### src/hdl/fbt_pkg.sv
package fbt_pkg;

  // Trigger sources selectable for each trigger.
  typedef enum logic [1:0] {
    FBT_SRC_LINE1    = 2'h0,
    FBT_SRC_LINE2    = 2'h1,
    FBT_SRC_SOFTWARE = 2'h2,
    FBT_SRC_NONE     = 2'h3
  } fbt_src_t;

  // Edge selection for a line source.
  typedef enum logic [1:0] {
    FBT_ACT_RISE  = 2'h0,
    FBT_ACT_FALL  = 2'h1,
    FBT_ACT_ANY   = 2'h2,
    FBT_ACT_NONE  = 2'h3
  } fbt_act_t;

  // Acquisition status seen by software.
  typedef enum logic [1:0] {
    FBT_ST_IDLE       = 2'h0,
    FBT_ST_WAIT_BURST = 2'h1,
    FBT_ST_WAIT_FRAME = 2'h2
  } fbt_status_t;

  // Field widths.
  localparam int unsigned FBT_CNT_W    = 16;
  localparam int unsigned FBT_PERIOD_W = 24;

  // Reset values.
  localparam logic [FBT_CNT_W-1:0]    FBT_CNT_RST    = 16'h0000;
  localparam logic [FBT_PERIOD_W-1:0] FBT_PERIOD_RST = 24'h000000;

  // Clock and the shortest frame period at the maximum allowed rate.
  localparam int unsigned FBT_CLK_HZ         = 25000000;
  localparam int unsigned FBT_MIN_PERIOD_NS  = 1000;
  localparam int unsigned FBT_MIN_PERIOD_CYC =
    (FBT_MIN_PERIOD_NS * (FBT_CLK_HZ / 1000000) + 999) / 1000;

  // Configuration from software.
  typedef struct packed {
    logic                    acq_start;
    logic                    continuous;
    logic                    burst_trig_on;
    fbt_src_t                burst_src;
    fbt_act_t                burst_act;
    logic                    frame_trig_on;
    fbt_src_t                frame_src;
    fbt_act_t                frame_act;
    logic                    rate_limit_en;
    logic [FBT_PERIOD_W-1:0] rate_period;
    logic [FBT_PERIOD_W-1:0] settings_period;
    logic [FBT_CNT_W-1:0]    burst_count;
  } fbt_cfg_t;

  // Status back to software.
  typedef struct packed {
    fbt_status_t          status;
    logic                 frame_start;
    logic                 burst_start;
    logic                 frame_dropped;
    logic [FBT_CNT_W-1:0] frames_in_burst;
  } fbt_stat_t;

endpackage

### src/hdl/fbt_edge.sv
`timescale 1ns/1ps
`default_nettype none

module fbt_edge (
  // Clock and reset.
  input  wire logic            clock_i,
  input  wire logic            rst_i,
  // Line levels, software pulse and selection.
  input  wire logic [1:0]      lines_i,
  input  wire logic            sw_i,
  input  wire fbt_pkg::fbt_src_t src_i,
  input  wire fbt_pkg::fbt_act_t act_i,
  // One-cycle trigger pulse.
  output logic                 trig_o
);
  import fbt_pkg::*;

  typedef struct packed {
    logic [1:0] prev;
  } fbt_edge_state_t;

  fbt_edge_state_t s_q;
  fbt_edge_state_t s_d;
  logic            lvl;
  logic            old;

  // Pick the line and its previous level; the trigger is combinational so it adds no latency.
  always_comb begin
    s_d.prev = lines_i;
    lvl      = (src_i == FBT_SRC_LINE2) ? lines_i[1] : lines_i[0];
    old      = (src_i == FBT_SRC_LINE2) ? s_q.prev[1] : s_q.prev[0];
    trig_o   = 1'b0;
    unique case (src_i)
      FBT_SRC_SOFTWARE: trig_o = sw_i;
      FBT_SRC_NONE:     trig_o = 1'b0;
      default: begin
        unique case (act_i)
          FBT_ACT_RISE: trig_o = lvl & ~old;
          FBT_ACT_FALL: trig_o = ~lvl & old;
          FBT_ACT_ANY:  trig_o = lvl ^ old;
          FBT_ACT_NONE: trig_o = 1'b0;
        endcase
      end
    endcase
  end

  // Previous line levels; reset low, so a line high at release reads as a rising edge.
  always_ff @(posedge clock_i) begin
    if (rst_i) begin
      s_q <= '{prev: 2'h0};
    end else begin
      s_q <= s_d;
    end
  end

endmodule
`default_nettype wire

### src/hdl/fbt_sequencer.sv
// Behaviour
// - With both triggers off and continuous acquisition, all triggers are internal and frames run continuously.
// - Internal frame starts follow the programmed rate limit unless settings force a slower rate.
// - With the rate limit disabled, internal frame starts come at the maximum rate the settings allow.
// - With burst trigger mode off, burst starts are generated internally with no outside signal.
// - With frame trigger mode on, exposure starts only on a frame trigger from the source, one per frame.
// - A line source with rising-edge activation triggers on each low-to-high transition.
// - With burst triggering on, a burst trigger edge moves waiting-for-burst to waiting-for-frame.
// - After the programmed number of frames the sequencer returns to waiting-for-burst in continuous mode, or to idle in single-shot.
// - After a burst, no frame is taken until a new burst trigger edge arrives.
// - While waiting for a burst start, frame triggers including internal ones are ignored.
// - With burst on and frame off, each internal frame trigger while waiting-for-frame takes and counts a frame.
`timescale 1ns/1ps
`default_nettype none

module fbt_sequencer (
  // Clock and reset.
  input  wire logic               clock_i,
  input  wire logic               rst_i,
  // Input lines and software commands.
  input  wire logic [1:0]         lines_i,
  input  wire logic               sw_burst_i,
  input  wire logic               sw_frame_i,
  // Configuration.
  input  wire fbt_pkg::fbt_cfg_t  cfg_i,
  // Status and trigger outputs.
  output fbt_pkg::fbt_stat_t      stat_o
);
  import fbt_pkg::*;

  typedef enum logic [1:0] {
    FBT_S_IDLE,
    FBT_S_WAIT_BURST,
    FBT_S_WAIT_FRAME
  } fbt_fsm_t;

  typedef struct packed {
    fbt_fsm_t                fsm;
    logic [FBT_PERIOD_W-1:0] timer;
    logic [FBT_CNT_W-1:0]    frames;
    fbt_stat_t               stat;
  } fbt_state_t;

  fbt_state_t s_q;
  fbt_state_t s_d;
  logic       ext_burst;
  logic       ext_frame;

  ////////////////////////////////////////////////////////////////////////////
  // Edge detectors for the two triggers.

  fbt_edge u_burst_edge (
    .clock_i (clock_i),
    .rst_i   (rst_i),
    .lines_i (lines_i),
    .sw_i    (sw_burst_i),
    .src_i   (cfg_i.burst_src),
    .act_i   (cfg_i.burst_act),
    .trig_o  (ext_burst)
  );

  fbt_edge u_frame_edge (
    .clock_i (clock_i),
    .rst_i   (rst_i),
    .lines_i (lines_i),
    .sw_i    (sw_frame_i),
    .src_i   (cfg_i.frame_src),
    .act_i   (cfg_i.frame_act),
    .trig_o  (ext_frame)
  );

  ////////////////////////////////////////////////////////////////////////////
  // Frame period: the slowest of rate limit (when rate_limit_en is set), settings and sensor floor.

  // Larger of two periods, used twice below.
  function automatic logic [FBT_PERIOD_W-1:0] fbt_max(input logic [FBT_PERIOD_W-1:0] a,
                                                      input logic [FBT_PERIOD_W-1:0] b);
    fbt_max = (a > b) ? a : b;
  endfunction

  logic [FBT_PERIOD_W-1:0] floor_period;
  logic [FBT_PERIOD_W-1:0] period;
  logic                    int_tick;
  logic                    burst_go;
  logic                    frame_go;
  logic                    last_frame;

  // A slower settings period always wins over the programmed limit, so the limit is only a ceiling.
  always_comb begin
    floor_period = fbt_max(cfg_i.settings_period, FBT_PERIOD_W'(FBT_MIN_PERIOD_CYC));
    period       = cfg_i.rate_limit_en ? fbt_max(cfg_i.rate_period, floor_period)
                                       : floor_period;
  end

  ////////////////////////////////////////////////////////////////////////////
  // Next-state logic.

  // The internal timer free-runs while acquiring so internal triggers keep their pacing.
  always_comb begin
    s_d                   = s_q;
    s_d.stat.frame_start  = 1'b0;
    s_d.stat.burst_start  = 1'b0;
    s_d.stat.frame_dropped = 1'b0;
    int_tick   = (s_q.timer == '0);
    burst_go   = cfg_i.burst_trig_on ? ext_burst : 1'b1;
    frame_go   = cfg_i.frame_trig_on ? ext_frame : int_tick;
    last_frame = (cfg_i.burst_count != '0) && (s_q.frames + 16'h0001 >= cfg_i.burst_count);

    if (s_q.fsm == FBT_S_IDLE || int_tick) begin
      s_d.timer = period - 24'h000001;
    end else begin
      s_d.timer = s_q.timer - 24'h000001;
    end

    unique case (s_q.fsm)
      FBT_S_IDLE: begin
        if (cfg_i.acq_start) begin
          s_d.fsm = FBT_S_WAIT_BURST;
        end
      end
      FBT_S_WAIT_BURST: begin
        // Frame triggers arriving here are dropped and reported.
        s_d.stat.frame_dropped = frame_go;
        if (!cfg_i.acq_start) begin
          s_d.fsm = FBT_S_IDLE;
        end else if (burst_go) begin
          s_d.fsm              = FBT_S_WAIT_FRAME;
          s_d.frames           = FBT_CNT_RST;
          s_d.stat.burst_start = 1'b1;
        end
      end
      FBT_S_WAIT_FRAME: begin
        if (!cfg_i.acq_start) begin
          s_d.fsm = FBT_S_IDLE;
        end else if (frame_go) begin
          s_d.stat.frame_start = 1'b1;
          s_d.frames           = s_q.frames + 16'h0001;
          if (last_frame) begin
            s_d.fsm = FBT_S_WAIT_BURST;
          end
        end
      end
      default: s_d.fsm = FBT_S_IDLE;
    endcase

    // Continuous mode keeps rearming; single-shot drops to idle after one burst and rearms from there while acq_start is held.
    if (s_q.fsm == FBT_S_WAIT_FRAME && frame_go && last_frame && !cfg_i.continuous) begin
      s_d.fsm = FBT_S_IDLE;
    end

    unique case (s_d.fsm)
      FBT_S_WAIT_BURST: s_d.stat.status = FBT_ST_WAIT_BURST;
      FBT_S_WAIT_FRAME: s_d.stat.status = FBT_ST_WAIT_FRAME;
      default:          s_d.stat.status = FBT_ST_IDLE;
    endcase
    s_d.stat.frames_in_burst = s_d.frames;
  end

  ////////////////////////////////////////////////////////////////////////////
  // State register; all outputs are copies of it.

  always_ff @(posedge clock_i) begin
    if (rst_i) begin
      s_q <= '{fsm: FBT_S_IDLE, timer: FBT_PERIOD_RST, frames: FBT_CNT_RST,
               stat: '{status: FBT_ST_IDLE, frame_start: 1'b0, burst_start: 1'b0,
                       frame_dropped: 1'b0, frames_in_burst: FBT_CNT_RST}};
    end else begin
      s_q <= s_d;
    end
  end

  assign stat_o = s_q.stat;

endmodule
`default_nettype wire

### config.mk
export PLATFORM = sky130hd
export DESIGN_NAME = fbt_sequencer
export DESIGN_NICKNAME = d
export VERILOG_FILES = /design/src/hdl/fbt_pkg.sv /design/src/hdl/fbt_edge.sv /design/src/hdl/fbt_sequencer.sv
export SDC_FILE = /design/constraint.sdc
export NUM_CORES = 1
export LEC_CHECK = 0
export BUFFER_PORTS_ARGS = -buffer_cell sky130_fd_sc_hd__buf_2
export CORE_MARGIN = 3
export CORE_UTILIZATION = 50
export DETAILED_ROUTE_END_ITERATION = 8
export PLACE_DENSITY = 0.78
export SLEW_MARGIN = 20
export SYNTH_ARGS = -nofsm -noshare
export SYNTH_HDL_FRONTEND = slang
export SYNTH_SLANG_ARGS = --single-unit
### constraint.sdc
create_clock -name clock_i -period 4.2 [get_ports clock_i]
set_input_delay 0.21 -clock clock_i [delete_from_list [all_inputs] [get_ports clock_i]]
set_output_delay 0.21 -clock clock_i [all_outputs]
set_load 0.01 [all_outputs]
==> results.py <==
metrics = {
    "synth": {
        "yosysWarnings": 0,
        "synth_compound_area_frac": 0.234,
        "async_flop_share": 0,
        "synth_edf_count": 0,
        "synth_ff_type": "dfxtp_1",
        "synth.area.mux_share": 0.0142,
        "syn_avg_cell_area_um2": 7.71,
        "ys_seq_area_frac": 0.222,
        "synth_cells": 573,
        "synth_xor_area_frac": 0.0515,
        "synth_cell_types": 66,
        "yosys_register_bits": 49,
        "syn_area_um2": 4420,
        "synth_top_family_by_area": "simple AND/OR/NAND/NOR gates",
        "syn_nets": 702,
        "yosys.area_share.simple": 0.249,
        "synthAdderAreaFrac": 0.130,
    },
    "final_layout": {
        "antenna_cells_inserted": 0,
        "nNetsFinal": 825,
        "regArea_um2": 981,
        "final_common_cell": "buf_2",
        "num-fill-cells": 753,
        "multi_input_area_um2": 3080,
        "layout_common_cells": "103 x buf_2, 53 x buf_4, 49 x inv_1, 49 x dfxtp_1, 48 x nor2_1",
        "layout-drive-gt1-share": 0.273,
        "areaGrowthSynthToFinish_pct": 21.6,
    },
    "sta": {
        "slew_viol_final": 0,
        "setup_viol": 0,
        "fmax_mhz": 247,
        "tns_ps": 0,
        "min_period_ps": 4040,
        "finalCritPeriodShare": 0.962,
        "clock_skew_ps": 13.2,
        "tightest_slew_ps": 879,
        "relSlewSlack": 0.414,
        "hold_viol_final": 0,
    },
    "pwr": {
        "seqPwrFrac": 0.407,
        "power_frac_comb": 0.364,
        "power_mw": 1.27,
        "p_sw_frac": 0.349,
        "vdd_drop_max_v": 0.000133,
        "internal_power_uw": 828,
        "power_density_nw_per_um2": 237,
        "p_leak_nw": 2.67,
        "power.share.clock": 0.229,
        "switchingPower_uw": 443,
    },
    "min_path": {
        "min_path_cells": 2,
        "hold_path.startpoint": "lines_i[0]",
        "min_to": "u_burst_edge.s_q[0]$_SDFF_PP0_",
        "hold_class": "input pin to flop",
    },
    "critical_path": {
        "cpLargestDelayFamily": "simple AND/OR/NAND/NOR gates",
        "worstSetupPathType": "input pin to flop",
        "arrival_ps": 4290,
        "r2r_cells": 11,
        "r2r_setup_slack_ps": 570,
        "worst_setup_path_end_kind": "flop",
        "crit_path_max_fanout": 5,
        "crit_slowest_cell": "or4_1",
        "cp_num_buf_inv": 3,
        "crit_chain": "buf_2, nor4_1, nand2_1, nor2_4, nor2_1, ha_1, and3_1, o21ai_0, a311o_1, and3_1, buf_4, or4_4, o41ai_4, buf_4, o211ai_2, or3_4, or4_1, a21oi_2",
        "crit_required_ps": 4450,
        "cpPeakStageDelay_ps": 560,
        "start_kind": "input pin",
        "reg2reg_from": "s_q[38]$_SDFF_PP0_",
        "r2r-end": "s_q[56]$_SDFF_PP0_",
    },
    "cts": {
        "cts_hold_buf": 0,
        "numCtsBuffers": 5,
        "cts_max_level": 2,
        "clockBufferDepth": 2,
        "clockRootBuffer": "clkbuf_8",
        "cts.sinks": 49,
        "cts.reportedPaths.clkPinSlew_ps": 100,
        "cts_tree": "done",
        "postCtsSetupRepairBufs": 0,
        "clk_latency_ps": 310,
    },
    "die": {
        "die_w_um": 100,
        "io_pins": 104,
        "initial_utilization": 0.527,
        "die_h_um": 100,
        "dieArea_um2": 10000,
        "fp-row-count": 33,
        "coreArea_um2": 8380,
    },
    "route": {
        "drt_iter0_drc": 255,
        "wl_per_cell_um": 15.3,
        "drc": 0,
        "via_per_inst": 5.83,
        "vias": 4675,
        "antenna_left": 0,
        "drt_pass1_iterations": 5,
        "routed_wl_um": 12300,
    },
    "global_routing": {
        "grt_pass1_wl_um": 20100,
        "grt_max_degree": 48,
        "track_usage": 0.244,
        "grt_overflow": 0,
        "grt_pass1_vias": 4506,
        "antenna_found_initial": 0,
    },
    "placed_design": {
        "dpl.hpwl_um": 9870,
        "portBuffers": 103,
        "gp_congestion": 0.899,
    },
    "status": {
        "status": "complete, no violations",
    },
    "job": {
        "maxCapViolations": 0,
    },
}
power groups by stage:
stage                     clock network [mW]  registers [mW]  logic (mW)
after CTS                              0.296           0.516       0.449
after detailed placement                   0           0.526       0.447
final                                  0.291           0.517       0.463
after floorplan                            0           0.518       0.266
after global routing                   0.312           0.519       0.516
after global placement                     0           0.526       0.432
worst max-delay path by stage:
stage / startpoint / endpoint / slack (ps) / cells past startpoint
2_1_floorplan: cfg_i[39] / s_q[55]$_SDFF_PP0_ / 130 / 19
3_3_place_gp: cfg_i[38] / s_q[56]$_SDFF_PP0_ / -30 / 18
3_5_place_dp: cfg_i[39] / s_q[56]$_SDFF_PP0_ / -140 / 18
4_1_cts: cfg_i[39] / s_q[56]$_SDFF_PP0_ / 150 / 18
5_1_grt: cfg_i[36] / s_q[56]$_SDFF_PP0_ / -40 / 19
6_report: cfg_i[37] / s_q[56]$_SDFF_PP0_ / 160 / 18
per-layer routing:
metal,GRT usage,vias up,share of wire
met1,0.314,2135,0.43
met3,0.0264,36,0.067
li1,-,2321,-
met5,0,-,0
met2,0.417,183,0.46
met4,0.0974,0,0.035
cell families after synthesis:
| logic type | Yosys count |
|---|---|
| buffers and inverters | 89 |
| muxes | 6 |
| DFF | 49 |
| and+or+nand+nor | 205 |
| AOI/OAI and AO/OA | 152 |
| adders and majority gates | 46 |
| xor gates and xnor gates | 26 |
Yosys cell counts (4+ instances only):
| cell type | number | share of area |
|---|---|---|
| nor4_1 | 17 | 0.024 |
| clkbuf_1 | 13 | 0.011 |
| ha_1 | 46 | 0.13 |
| inv_1 | 49 | 0.042 |
| buf_4 | 21 | 0.036 |
| nand3_1 | 11 | 0.012 |
| a211oi_1 | 4 | 0.0068 |
| nor2_1 | 49 | 0.042 |
| nand2_1 | 36 | 0.031 |
| a211o_1 | 4 | 0.0079 |
| nand4b_1 | 4 | 0.0079 |
| xor2_1 | 15 | 0.030 |
| nand2b_1 | 4 | 0.0057 |
| nand4_1 | 13 | 0.018 |
| o21ai_0 | 36 | 0.041 |
| and3_1 | 17 | 0.024 |
| a21oi_1 | 37 | 0.042 |
| mux2i_1 | 4 | 0.0091 |
| a21o_1 | 11 | 0.019 |
| dfxtp_1 | 49 | 0.22 |
| xnor2_1 | 11 | 0.022 |
| nor2b_1 | 10 | 0.014 |
| a31oi_1 | 13 | 0.018 |
| nor3_1 | 12 | 0.014 |
| nor3b_1 | 10 | 0.017 |
| a32o_1 | 12 | 0.027 |
per-stage QoR:
stage	setup slack (ps)	hold slack [ps]	cells	utilization	cell area, um^2
floorplan	128	338	573	-	4420
global placement	-31.0	454	794	0.622	5210
detailed placement	-144	461	794	0.622	5210
CTS	150	138	802	0.632	5300
global route	-36.7	146	802	0.641	5370
finish	159	145	802	0.641	5370
cell type report:
type | count | share of cell area
Clock buffer | 6 | 0.0135
Clock inverter | 2 | 0.00256
Inverter | 49 | 0.0342
Multi-Input combinational cell | 435 | 0.573
Sequential cell | 49 | 0.183
Tap cell | 105 | 0.0245
Timing Repair Buffer | 156 | 0.170
repair_timing:
| item | CTS | global route |
|---|---|---|
| endpoints found under the setup margin | 0 | 10 |
| gates resized for setup | 0 | 13 |
| endpoints found under the hold margin | 0 | 0 |
state kept, by name (all words and copies together) (netlist names):
name              cells
s_q                  26
stat_o               21
u_burst_edge.s_q      2
(Power assumes the default switching activity.)
